$ cat config.mk
export PLATFORM = sky130hd
export DESIGN_NAME = ts_master_seq
export DESIGN_NICKNAME = d
export VERILOG_FILES = /design/src/ts_pkg.sv /design/src/ts_master_seq.sv /design/src/ts_sync.sv
export VERILOG_INCLUDE_DIRS = /design/src /design/src/src
export SDC_FILE = /design/constraint.sdc
export NUM_CORES = 1
export LEC_CHECK = 0
export ABC_CLOCK_PERIOD_IN_PS = 3450
export BUFFER_PORTS_ARGS = -buffer_cell sky130_fd_sc_hd__buf_2
export CAP_MARGIN = 20
export CORE_MARGIN = 4
export CORE_UTILIZATION = 45
export DETAILED_ROUTE_END_ITERATION = 10
export PLACE_DENSITY = 0.63
export SYNTH_ARGS = -nofsm -noshare
export SYNTH_HDL_FRONTEND = slang
export SYNTH_SLANG_ARGS = --single-unit
$ cat constraint.sdc
create_clock -name mclk -period 3.45 [get_ports mclk]
set_clock_uncertainty 0.15 [all_clocks]
set_input_delay 0.345 -clock mclk [delete_from_list [all_inputs] [get_ports mclk]]
set_output_delay 0.345 -clock mclk [all_outputs]
set_load 0.02 [all_outputs]
$ cat src/ts_defs.svh
// Purpose: named constants for the two-wire master sequencer
// Assumes: 125 MHz system clock
// Notes: status codes keep their low three bits at zero
`ifndef TS_DEFS_SVH
`define TS_DEFS_SVH

// register indexes on the plain port
`define TS_CTL_IDX 2'h0
`define TS_STS_IDX 2'h1
`define TS_DAT_IDX 2'h2
`define TS_CTL_MASK 8'h7C
`define TS_CTL_RESET 8'h00

// bus status codes
`define TS_ST_START 8'h08
`define TS_ST_RSTART 8'h10
`define TS_ST_AW_ACK 8'h18
`define TS_ST_AW_NACK 8'h20
`define TS_ST_DT_ACK 8'h28
`define TS_ST_DT_NACK 8'h30
`define TS_ST_LOST 8'h38
`define TS_ST_AR_ACK 8'h40
`define TS_ST_AR_NACK 8'h48
`define TS_ST_DR_ACK 8'h50
`define TS_ST_DR_NACK 8'h58
`define TS_ST_IDLE 8'hF8

// bit slots and phases
`define TS_BIT_FIRST 4'h0
`define TS_BIT_ACK 4'h8
`define TS_PH_FIRST 2'h0
`define TS_PH_HIGH 2'h1
`define TS_PH_LOW 2'h2
`define TS_PH_LAST 2'h3

// timing: one bit is four quarters
`define TS_CLK_NS 8
`define TS_QTR_NS 2500
`define TS_QTR_CYC (`TS_QTR_NS / `TS_CLK_NS)

`endif

$ cat src/ts_pkg.sv
// Purpose: types shared by the two-wire master sequencer
// Assumes: nothing
// Notes: control struct matches the control register bit layout
package ts_pkg;

  typedef enum logic [2:0] {
    st_idle,
    st_start,
    st_byte,
    st_stop,
    st_wait
  } ts_state_type;

  typedef struct packed {
    logic pad_hi;
    logic en;
    logic start_request_bit;
    logic stop_request_bit;
    logic si;
    logic aa;
    logic [1:0] pad_lo;
  } ts_ctrl_type;

  typedef struct packed {
    logic scl;
    logic sda;
  } ts_pins_type;

endpackage

$ cat src/ts_master_seq.sv
// Purpose: byte-level two-wire bus master with status-code sequencing
// Assumes: software answers each status through control and data registers
// Notes: slave modes and bit-rate selection are absent; one fixed rate
//
// Overview of operation
// - after a start post 08H; software loads address+write, clears flag; it is sent
// - after a repeated start post 10H; address+read switches to master receive
// - address+write acked posts 18H; no start/stop sends the loaded byte
// - in 18H-30H, start set and stop clear issues a repeated start
// - stop set, start clear drives a stop and clears the stop bit
// - stop and start set send stop then start, stop bit cleared
// - address+write not acked posts 20H with the same four choices
// - sent data posts 28H acked or 30H not, same four choices
// - lost arbitration posts 38H; release bus, or start again when free
// - loss during the receive acknowledge also posts 38H and releases
// - address+read acked posts 40H; next byte acked per acknowledge enable
// - address+read not acked posts 48H; repeated start, stop, or both
// - at 50H software reads the byte; next byte acked per enable
// - at 58H software reads the last byte and picks restart or stop
// - address+write after repeated start in receive returns to transmit
// - transfer is held while the flag is set
// - acknowledge enable clear means never entering slave operation
//
// The placing of the registers and the strobed register port are this design's own decisions.
`timescale 1ns/100ps
`include "ts_defs.svh"
`default_nettype none
module ts_master_seq
  import ts_pkg::*;
(
  // clock and reset
  input wire logic mclk,
  input wire logic rst_b,
  // register port
  input wire logic [1:0] reg_addr,
  input wire logic [7:0] reg_wdata,
  input wire logic reg_wr,
  input wire logic reg_rd,
  output logic [7:0] reg_rdata,
  // bus clock line
  input wire logic scl_in,
  output logic scl_out,
  output logic scl_oe_b,
  // bus data line
  input wire logic sda_in,
  output logic sda_out,
  output logic sda_oe_b
);

  // low when driving: drive_low=1 means pull the line down
  function automatic logic bit_drive(input logic [3:0] n, input logic [7:0] sh,
                                     input logic rxd, input logic ackd);
    if (n == `TS_BIT_ACK) begin
      bit_drive = rxd && ackd;
    end else begin
      bit_drive = !rxd && !sh[7];
    end
  endfunction

  ts_pins_type pins_s;
  ts_ctrl_type ctl;
  ts_state_type state;
  logic scl_s, sda_s, scl_d, sda_d;
  logic busy, own_bus, mrx, is_addr, ack_en, got_ack;
  logic [7:0] shift, status;
  logic [3:0] bitn;
  logic [1:0] ph;
  logic [8:0] cnt;

  assign scl_out = 1'b0;
  assign sda_out = 1'b0;

  ts_pins_type pins_raw;
  assign pins_raw = '{scl: scl_in, sda: sda_in};

  ts_sync u_sync (
    .mclk(mclk),
    .rst_b(rst_b),
    .din(pins_raw),
    .dout(pins_s)
  );
  assign scl_s = pins_s.scl;
  assign sda_s = pins_s.sda;

  // bus free tracking from conditions seen on the lines
  wire start_seen = scl_s && scl_d && sda_d && !sda_s;
  wire stop_seen = scl_s && scl_d && !sda_d && sda_s;

  always_ff @(posedge mclk or negedge rst_b) begin
    if (!rst_b) begin
      scl_d <= 1'b1;
      sda_d <= 1'b1;
      busy <= 1'b0;
    end else begin
      scl_d <= scl_s;
      sda_d <= sda_s;
      busy <= start_seen || (busy && !stop_seen);
    end
  end

  // quarter-bit timer; a slave stretching the clock stalls it in the high phase
  wire active = state == st_start || state == st_byte || state == st_stop;
  // a busy bus only holds off the first quarter; our own start sets busy and must not stall itself
  wire stall = (ph == `TS_PH_HIGH && !scl_s) || (state == st_start && ph == `TS_PH_FIRST && !own_bus && busy);
  wire tick = active && !stall && cnt == 9'(`TS_QTR_CYC - 1);
  wire last_ph = tick && ph == `TS_PH_LAST;

  always_ff @(posedge mclk or negedge rst_b) begin
    if (!rst_b) begin
      cnt <= '0;
    end else if (!active || stall || tick) begin
      cnt <= '0;
    end else begin
      cnt <= cnt + 9'h001;
    end
  end

  // register decode
  wire ctl_wr = reg_wr && reg_addr == `TS_CTL_IDX;
  wire dat_wr = reg_wr && reg_addr == `TS_DAT_IDX && state != st_byte;
  wire [7:0] ctl_word = ctl & `TS_CTL_MASK;
  wire [7:0] rd_mux = reg_addr == `TS_CTL_IDX ? ctl_word :
                      reg_addr == `TS_STS_IDX ? status :
                      reg_addr == `TS_DAT_IDX ? shift : 8'h00;

  // status classes used to choose the next bus action
  wire adr_sts = status inside {`TS_ST_START, `TS_ST_RSTART};
  wire tx_sts = status inside {`TS_ST_AW_ACK, `TS_ST_AW_NACK, `TS_ST_DT_ACK, `TS_ST_DT_NACK};
  wire rx_go = status inside {`TS_ST_AR_ACK, `TS_ST_DR_ACK};
  wire rx_end = status inside {`TS_ST_AR_NACK, `TS_ST_DR_NACK};
  wire lost_sts = status == `TS_ST_LOST;

  // software answers only once the flag is cleared
  wire resume = state == st_wait && !ctl.si;
  wire do_rs = resume && (tx_sts || rx_end) && ctl.start_request_bit && !ctl.stop_request_bit;
  wire do_stop = resume && (tx_sts || rx_end) && ctl.stop_request_bit;
  wire do_byte = resume && (adr_sts || rx_go || (tx_sts && !ctl.start_request_bit && !ctl.stop_request_bit));
  wire lost_rs = resume && lost_sts && ctl.start_request_bit;
  wire go_idle = resume && !do_rs && !do_stop && !do_byte && !lost_rs && !rx_end;
  wire idle_go = state == st_idle && ctl.en && ctl.start_request_bit && !ctl.si;

  // loss: line low while this end released it in a slot it owns
  wire rx_data = mrx && !is_addr;
  wire sending = bitn == `TS_BIT_ACK ? rx_data : !rx_data;
  wire lost = tick && state == st_byte && ph == `TS_PH_HIGH && sending && sda_oe_b && !sda_s;

  wire ack_seen = got_ack;
  wire [7:0] byte_code = is_addr ? (mrx ? (ack_seen ? `TS_ST_AR_ACK : `TS_ST_AR_NACK) :
                                          (ack_seen ? `TS_ST_AW_ACK : `TS_ST_AW_NACK)) :
                         mrx ? (ack_en ? `TS_ST_DR_ACK : `TS_ST_DR_NACK) :
                         (ack_seen ? `TS_ST_DT_ACK : `TS_ST_DT_NACK);
  wire [7:0] post_code = lost ? `TS_ST_LOST :
                         state == st_start ? (own_bus ? `TS_ST_RSTART : `TS_ST_START) : byte_code;
  wire post = lost || (last_ph && (state == st_start || (state == st_byte && bitn == `TS_BIT_ACK)));
  wire stop_done = last_ph && state == st_stop;

  // control: flag set by hardware wins over a software clear in the same cycle
  always_ff @(posedge mclk or negedge rst_b) begin
    if (!rst_b) begin
      ctl <= ts_ctrl_type'(`TS_CTL_RESET);
    end else begin
      if (stop_done) begin
        ctl.stop_request_bit <= 1'b0;
      end
      if (ctl_wr) begin
        ctl <= ts_ctrl_type'(reg_wdata & `TS_CTL_MASK);
      end
      if (post) begin
        ctl.si <= 1'b1;
      end
    end
  end

  always_ff @(posedge mclk or negedge rst_b) begin
    if (!rst_b) begin
      status <= `TS_ST_IDLE;
    end else if (post) begin
      status <= post_code;
    end else if (stop_done || go_idle) begin
      status <= `TS_ST_IDLE;
    end
  end

  always_ff @(posedge mclk or negedge rst_b) begin
    if (!rst_b) begin
      reg_rdata <= 8'h00;
    end else begin
      reg_rdata <= reg_rd ? rd_mux : 8'h00;
    end
  end

  // byte engine; scl stays low in the wait state, which suspends the transfer, except after a loss, which releases both lines
  always_ff @(posedge mclk or negedge rst_b) begin
    if (!rst_b) begin
      state <= st_idle;
      ph <= `TS_PH_FIRST;
      bitn <= `TS_BIT_FIRST;
      shift <= 8'h00;
      scl_oe_b <= 1'b1;
      sda_oe_b <= 1'b1;
      own_bus <= 1'b0;
      mrx <= 1'b0;
      is_addr <= 1'b0;
      ack_en <= 1'b0;
      got_ack <= 1'b0;
    end else begin
      if (dat_wr) begin
        shift <= reg_wdata;
      end
      if (tick) begin
        ph <= ph + 2'h1;
      end
      case (state)
        st_idle: begin
          scl_oe_b <= 1'b1;
          sda_oe_b <= 1'b1;
          ph <= `TS_PH_FIRST;
          if (idle_go) begin
            state <= st_start;
          end
        end
        st_start: begin
          if (tick && ph == `TS_PH_FIRST) begin
            scl_oe_b <= 1'b1;
          end else if (tick && ph == `TS_PH_HIGH) begin
            sda_oe_b <= 1'b0;
          end else if (tick && ph == `TS_PH_LOW) begin
            scl_oe_b <= 1'b0;
          end else if (last_ph) begin
            own_bus <= 1'b1;
            state <= st_wait;
          end
        end
        st_byte: begin
          if (lost) begin
            // let go of both lines at once; no slave logic follows
            scl_oe_b <= 1'b1;
            sda_oe_b <= 1'b1;
            own_bus <= 1'b0;
            state <= st_wait;
          end else if (tick && ph == `TS_PH_FIRST) begin
            scl_oe_b <= 1'b1;
          end else if (tick && ph == `TS_PH_HIGH) begin
            if (bitn == `TS_BIT_ACK) begin
              got_ack <= !sda_s;
            end else begin
              shift <= {shift[6:0], sda_s};
            end
          end else if (tick && ph == `TS_PH_LOW) begin
            scl_oe_b <= 1'b0;
          end else if (last_ph) begin
            if (bitn == `TS_BIT_ACK) begin
              sda_oe_b <= 1'b1;
              state <= st_wait;
            end else begin
              bitn <= bitn + 4'h1;
              sda_oe_b <= !bit_drive(bitn + 4'h1, shift, rx_data, ack_en);
            end
          end
        end
        st_stop: begin
          if (tick && ph == `TS_PH_FIRST) begin
            scl_oe_b <= 1'b1;
          end else if (tick && ph == `TS_PH_HIGH) begin
            sda_oe_b <= 1'b1;
          end else if (stop_done) begin
            own_bus <= 1'b0;
            state <= ctl.start_request_bit ? st_start : st_idle;
          end
        end
        st_wait: begin
          ph <= `TS_PH_FIRST;
          if (do_byte) begin
            bitn <= `TS_BIT_FIRST;
            state <= st_byte;
            if (adr_sts) begin
              mrx <= shift[0];
              is_addr <= 1'b1;
            end else begin
              is_addr <= 1'b0;
            end
            ack_en <= ctl.aa;
            sda_oe_b <= !bit_drive(`TS_BIT_FIRST, shift, rx_go, ctl.aa);
          end else if (do_rs || lost_rs) begin
            sda_oe_b <= 1'b1;
            state <= st_start;
          end else if (do_stop) begin
            sda_oe_b <= 1'b0;
            state <= st_stop;
          end else if (go_idle) begin
            state <= st_idle;
          end
        end
        default: begin
          state <= st_idle;
        end
      endcase
    end
  end
endmodule
`default_nettype wire

$ cat src/ts_sync.sv
// Purpose: two-stage synchroniser for the bus lines
// Assumes: inputs change freely against mclk
// Notes: first stage feeds only the second stage
`timescale 1ns/100ps
`default_nettype none
module ts_sync
  import ts_pkg::*;
(
  // clock and reset
  input wire logic mclk,
  input wire logic rst_b,
  // lines
  input wire ts_pins_type din,
  output ts_pins_type dout
);

  ts_pins_type meta;

  // lines idle high, so reset to high avoids a false start
  always_ff @(posedge mclk or negedge rst_b) begin
    if (!rst_b) begin
      meta <= '1;
      dout <= '1;
    end else begin
      meta <= din;
      dout <= meta;
    end
  end

endmodule
`default_nettype wire

# Yosys cells after proc, flatten, opt, wreduce, memory -nomap -nowiden
# Cells that the tools add are included.
[word_totals]
latchBits = 0
rom_bits = 0
wordCells = 284
ram_bits = 0
mem_count = 0
out_inout_bits = 12
regBits = 61
input_bits = 16
[classes]
n_lt_le_gt_ge = 0
n_mux = 96
n_reduce_logical = 107
multipliers = 0
n_eq_ne = 50
n_shift = 0
n_bitwise = 2
div = 0
n_addsub = 3
[op_table]
columns = ["op", "n"]
rows = [
  ["$mux W8", 12],
  ["$mux W3", 18],
  ["$logic_and A1 B1 Y1", 49],
  ["$mux W1", 40],
  ["$mux W4", 9],
  ["$mux W7", 5],
  ["$eq A8 B6 Y1 const B", 4],
  ["$eq A8 B7 Y1 const B", 4],
  ["$ne A2 B2 Y1 const B", 16],
  ["$logic_not A1 Y1", 21],
  ["$eq A8 B5 Y1 const B", 2],
  ["$reduce_bool A2 Y1", 8],
  ["$mux W5", 3],
  ["$ne A3 B3 Y1 const B", 5],
  ["$pmux W3 S5", 1],
  ["$reduce_and A14 Y1", 1],
  ["$logic_or A1 B1 Y1", 13],
  ["$reduce_and A10 Y1", 1],
  ["$add A9 B1 Y9 const B", 1],
  ["$eq A9 B9 Y1 const B", 1],
  ["$mux W9", 1],
  ["$reduce_and A9 Y1", 1],
  ["$eq A4 B4 Y1 const B", 2],
  ["$eq A8 B4 Y1 const B", 1],
  ["28 further kinds", 39],
]

# Longest topological paths before layout
[logic_depth]
ltp_word = 23
depth_mapped = 10
depth_no_buf = 8

# Cells and area by module
# A second synthesis with hierarchy kept.
[hier_totals]
hier_cells = 361
area_unflattened_um2 = 3393.3
[by_module_without_submodules]
columns = ["module", "instances", "area_each_um2", "cells_per_inst"]
rows = [
  ["ts_master_seq", 1, 3288.2, 357],
  ["ts_sync", 1, 105.1, 4],
]

# Worst setup path after synthesis
# No wires, ideal clock.
[synth_timing]
kind = "register -> register"
startpoint = "register status[4]"
endpoint = "register sda_oe_b"
path_slack_ns = 1.047
arrival_ns = 2.171
path_stages_with_launch = 8
n_path_buf = 1
setup_time_ns = 0.082
synth_period_minus_slack_ns = 2.403
path_cell_list = "dfstp_2 > clkbuf_1 > or2_2 > o2111ai_1 > a211o_1 > o21a_1 > a221oi_1 > mux2_2"
[synth_between]
elab_chain_len = 10
elab_cells_between_ends = 38
[synth_rtl]
columns = ["element", "line", "rtl"]
rows = [
  ["from (decl)", "ts_master_seq.sv:65", "logic [7:0] shift, status;"],
  ["from (signal assigned)", "ts_master_seq.sv:176", "status <= `TS_ST_IDLE;"],
  ["from (signal assigned)", "ts_master_seq.sv:178", "status <= post_code;"],
  ["from (signal assigned)", "ts_master_seq.sv:180", "status <= `TS_ST_IDLE;"],
  ["$eq A8 B5 Y1, or another cell as far along", "ts_master_seq.sv:128", "wire tx_sts = status inside {`TS_ST_AW_ACK, `TS_ST_AW_NACK, `TS_ST_DT_ACK, `TS_ST_DT_NACK};"],
  ["$reduce_bool A4 Y1 or $reduce_bool A2 Y1 (tied branches)", "ts_master_seq.sv:128, ts_master_seq.sv:130", ""],
  ["$logic_or A1 B1 Y1", "ts_master_seq.sv:135, ts_master_seq.sv:136", ""],
  ["$logic_and A1 B1 Y1", "ts_master_seq.sv:135, ts_master_seq.sv:136", ""],
  ["$logic_and A1 B1 Y1 (2 in a row)", "ts_master_seq.sv:135", "wire do_rs = resume && (tx_sts || rx_end) && ctl.start_request_bit && !ctl.stop_request_bit;"],
  ["$logic_or A1 B1 Y1", "ts_master_seq.sv:284", "end else if (do_rs || lost_rs) begin"],
  ["$mux W1", "ts_master_seq.sv:284", ""],
  ["$mux W1", "ts_master_seq.sv:273", "if (do_byte) begin"],
  ["$pmux W1 S5", "ts_master_seq.sv:213", "case (state)"],
  ["to (signal assigned)", "ts_master_seq.sv:257", "sda_oe_b <= !bit_drive(bitn + 4'h1, shift, rx_data, ack_en);"],
  ["to (signal assigned)", "ts_master_seq.sv:283", "sda_oe_b <= !bit_drive(`TS_BIT_FIRST, shift, rx_go, ctl.aa);"],
  ["to (decl)", "ts_master_seq.sv:47", "output logic sda_oe_b"],
]
# Parallel ways exist; a longest one is shown, timed or not. The select of a mux whose other input is x is not followed.
# A chain may end at the register's enable or synchronous reset.

# Final worst setup path
[layout_timing]
startpoint = "register bitn[0]"
endpoint = "register scl_oe_b"
[layout_between]
elab_chain_len = 7
[layout_rtl]
columns = ["element", "line", "rtl"]
rows = [
  ["from (decl)", "ts_master_seq.sv:66", "logic [3:0] bitn;"],
  ["from (signal assigned)", "ts_master_seq.sv:197", "bitn <= `TS_BIT_FIRST;"],
  ["from (signal assigned)", "ts_master_seq.sv:256", "bitn <= bitn + 4'h1;"],
  ["from (signal assigned)", "ts_master_seq.sv:274", "bitn <= `TS_BIT_FIRST;"],
  ["$eq A4 B4 Y1 (no line)", "n/a", ""],
  ["$mux W1", "ts_master_seq.sv:144", "wire sending = bitn == `TS_BIT_ACK ? rx_data : !rx_data;"],
  ["$logic_and A1 B1 Y1 (3 in a row)", "ts_master_seq.sv:145", "wire lost = tick && state == st_byte && ph == `TS_PH_HIGH && sending && sda_oe_b && !sda_s;"],
  ["$mux W1", "ts_master_seq.sv:235", "if (lost) begin"],
  ["$pmux W1 S4", "ts_master_seq.sv:213", ""],
  ["to (signal assigned)", "ts_master_seq.sv:215", "scl_oe_b <= 1'b1;"],
  ["to (signal assigned)", "ts_master_seq.sv:237", "scl_oe_b <= 1'b1;"],
  ["to (signal assigned)", "ts_master_seq.sv:242", "scl_oe_b <= 1'b1;"],
  ["to (decl)", "ts_master_seq.sv:43", "output logic scl_oe_b,"],
]
# Every way passes these cells.

==> metrics.md <==
| Metric | Value |
|---|---|
| Main combinational cell family by area after synthesis | simple AND/OR/NAND/NOR gates |
| Post-synthesis simple-gate area fraction | 0.231 |
| Max clock buf depth | 2 |
| Max_cap viols | 0 |
| Tcrit/Tclk final | 0.741 |
| Post-Synthesis Cells | about 350 |
| Area Overhead vs Synth | 12.9% |
| Vias in the first global route | approximately 2,500 |
| Synth Area in Adders | 0.0379 |
| Ant. Diodes | 0 |
| Met1 GRT Util | 0.266 |
| Die ar. | between 0.008 and 0.009 mm2 |
| FF-to-FF End | scl_oe_b$_DFFE_PN1P_ |
| Crit end category | flop |
| Initial Utilization | 0.475 |
| CP Launch Type | flop |
| Final Critical Period | 2.56 ns |
| CTS clock-pin slew for the worst setup and hold paths | approximately 0.06 ns |
| Critical path fanouts, max | 9 |
| Asr flop ratio synth | 1.00 |
| TritonCTS clock tree | built |
| DRC | 0 |
| Worst VDD drop | between 0.0002 and 0.0003 V |
| Core area | 0.00694 mm2 |
| P_leak | 1.63 nW |
| Kind of critical path | flop to flop |
| Syn Area/Cell | 9.53 um2 |
| Post-CTS Hold Fix Bufs | 3 |
| Placer Congestion | 0.804 |
| M3 GR Usage | 0.0338 |
| Seq cells post-synth | 58 |
| Final TNS setup | 0 ns |
| Status | complete, no violations |
| Synth Area in Compound Gates | 0.145 |
| GR peak layer | met2 |
| CTS resizes | 0 |
| HPWL Detailed | approximately 5400 um |
| Post-synth EDFFs | 0 |
| Clock Latency Late Sink | 0.34 ns |
| Layout cell share with drive strength beyond 1 | 0.199 |
| Max_slew headroom | 0.374 |
| Power Density | 629 mW/mm2 |
| Post-Layout Cell Count | 473 |
| Worst path required time | 3.58 ns |
| Crit path DAT | 2.69 ns |
| Mux share of post-synthesis cell area | 0.0690 |
| Post-CTS Setup Repair Bufs | 0 |
| Sequential-to-total area share from yosys stat | 0.445 |
| Ports | 28 |
| Primary FF master, synth | dfrtp_1 |
| FF-to-FF Start | bitn[0]$_DFFE_PN0P_ |
| WL final | 7420 um |
| Final ANT Viol Nets | 0 |
| Hold Startpoint | reg_wdata[4] |
| Initial antenna violation count | 0 |
| M2 GR Usage | 0.272 |
| Hold Crit Depth | 3 |
| WHS Endpoint | ctl[4]$_DFFE_PN0P_ |
| Min-delay worst type | input port to flop |
| Port Buffer Count | 25 |
| Die Span Y | 93.6 um |
| Gr ovfl total | 0 |
| 1st-iter DRT viols | 150 |
| Largest net degree at the start of global routing | 39 |
| TritonCTS buffer count | 9 |
| Final Max Slew Viols | 0 |
| Pre-antenna DRT Iters | 4 |
| Routed WL per cell | about 16 um |
| Hold Vio Cnt, Final | 0 |
| Worst reg2reg path depth | 8 |
| FF-to-FF setup slack | 0.89 ns |
| Synthesized area | 0.00330 mm2 |
| Core Rows | 30 |
| Final setup violation count | 0 |
| Yosys warns | 0 |
| Worst Tran Pin Value | around 0.94 ns |
| Placement Cell Area | 0.00347 mm2 |
| FILL cells | ~640 |
| Die Wd | 93.6 um |
| Clk sinks | 58 |
| Post-synth cell types | 65 |
| RSZ-0062 raised after global routing | no |
| Fmax | 391 MHz |
| CTS root buf | clkbuf_8 |
| Global Route Usage Sum | 0.185 |
| Via count | 2,650 |
| Commonest non-fill, non-tap cells in the layout | dfrtp_1 (45), nand2_1 (35), nor2_1 (32), buf_2 (25), o21ai_0 (20) |
| Synth Area in XOR/XNOR | 0.0266 |
| Number of H-tree levels | 3 |
| Commonest non-fill, non-tap cell in the layout | dfrtp_1 |
| First-pass GRT wire length | around 13,000 um |
| Nets | 398 |
| Dpl cells | ~450 |
| Finished Core Util | 0.536 |
| Final instance area | 0.00372 mm2 |
| Vias per inst | 5.60 |
-- report_power, final --
part	internal (mW)	switching, mW	total, mW
clock network	0.424	0.272	0.696
registers	0.824	0.187	1.01
logic	0.289	0.347	0.635
-- worst max-delay path by stage --
stage                                startpoint                   end  slack [ns]  cells past startpoint
final                       bitn[0]$_DFFE_PN0P_  scl_oe_b$_DFFE_PN1P_        0.89                      8
after global routing        bitn[0]$_DFFE_PN0P_  scl_oe_b$_DFFE_PN1P_        0.71                      8
after CTS                   bitn[0]$_DFFE_PN0P_  scl_oe_b$_DFFE_PN1P_        0.91                      8
after detailed placement    bitn[0]$_DFFE_PN0P_  scl_oe_b$_DFFE_PN1P_        0.92                      8
after global placement      bitn[0]$_DFFE_PN0P_  ack_seen$_DFFE_PN0P_        1.00                      8
after floorplan           status[4]$_DFFE_PN1P_  sda_oe_b$_DFFE_PN1P_        1.05                      7
-- cell type report --
cell class,count,area [um2],share of cell area
clock buffers,11,141,0.0380
inverters,14,52.6,0.0141
well taps,96,120,0.0323
multi-input cells,258,1690,0.453
repair buffers,31,178,0.0477
clock inverters,5,77.6,0.0208
flip-flops and latches,58,1470,0.394
-- per-stage QoR --
step / setup slack [ns] / hold slack (ns) / power [mW]
global route: 0.707 / 0.0982 / 2.49
detailed placement: 0.916 / 0.197 / 1.65
global placement: 1.00 / 0.198 / 1.64
CTS: 0.908 / 0.0941 / 2.36
floorplan: 1.05 / -0.101 / 1.45
finish: 0.892 / 0.106 / 2.34
-- Yosys cell counts, types with 4 or more instances --
cell type / count / area share
dfrtp_1: 45 / 0.34
clkbuf_1: 8 / 0.0091
mux2_2: 6 / 0.020
and3_1: 6 / 0.011
o21ai_0: 20 / 0.030
ha_1: 10 / 0.038
inv_1: 14 / 0.016
nor4_1: 5 / 0.0095
nor3_1: 6 / 0.0091
dfstp_2: 13 / 0.10
mux2i_1: 16 / 0.049
nand4_1: 4 / 0.0076
buf_2: 4 / 0.0061
nor2_1: 32 / 0.036
a21oi_1: 18 / 0.027
nand3_1: 9 / 0.014
xor2_1: 5 / 0.013
and2_1: 5 / 0.0095
nand2_1: 35 / 0.040
xnor2_1: 5 / 0.013
nor2b_1: 7 / 0.013
nand2b_1: 7 / 0.013
-- registers in the layout, summed over array words and instances (netlist names), 3 cells and up --
signal,flops
state,3
cnt,9
status,5
reg_rdata,8
ctl,5
shift,8
bitn,4
-- worst max-delay path: stages, from the launching register on --
cell and delay (ns):
dfrtp_1 0.43, inv_1 0.08, ha_1 0.16, nand3b_1 0.17
xnor2_1 0.17, or3b_2 0.49, or3_1 0.49, a21boi_0 0.24
a221o_1 0.13
-- cell families (layout without fill, tap and decap cells) --
kind of cell,count (synthesis),in the layout
AO/OA/AOI/OAI,73,73
adder cells (fa/ha/maj),10,10
flip-flops,58,58
other,1,2
AND/OR/NAND/NOR,141,141
buffers and inverters,31,61
XOR/XNOR,10,10
multiplexers,22,22
-- per-layer routing --
layer	part of all wire	vias to the layer above
li1	-	1275
met1	0.49	1313
met2	0.45	50
met3	0.040	12
met4	0.018	0
met5	0	-
(Power assumes the default switching activity.)
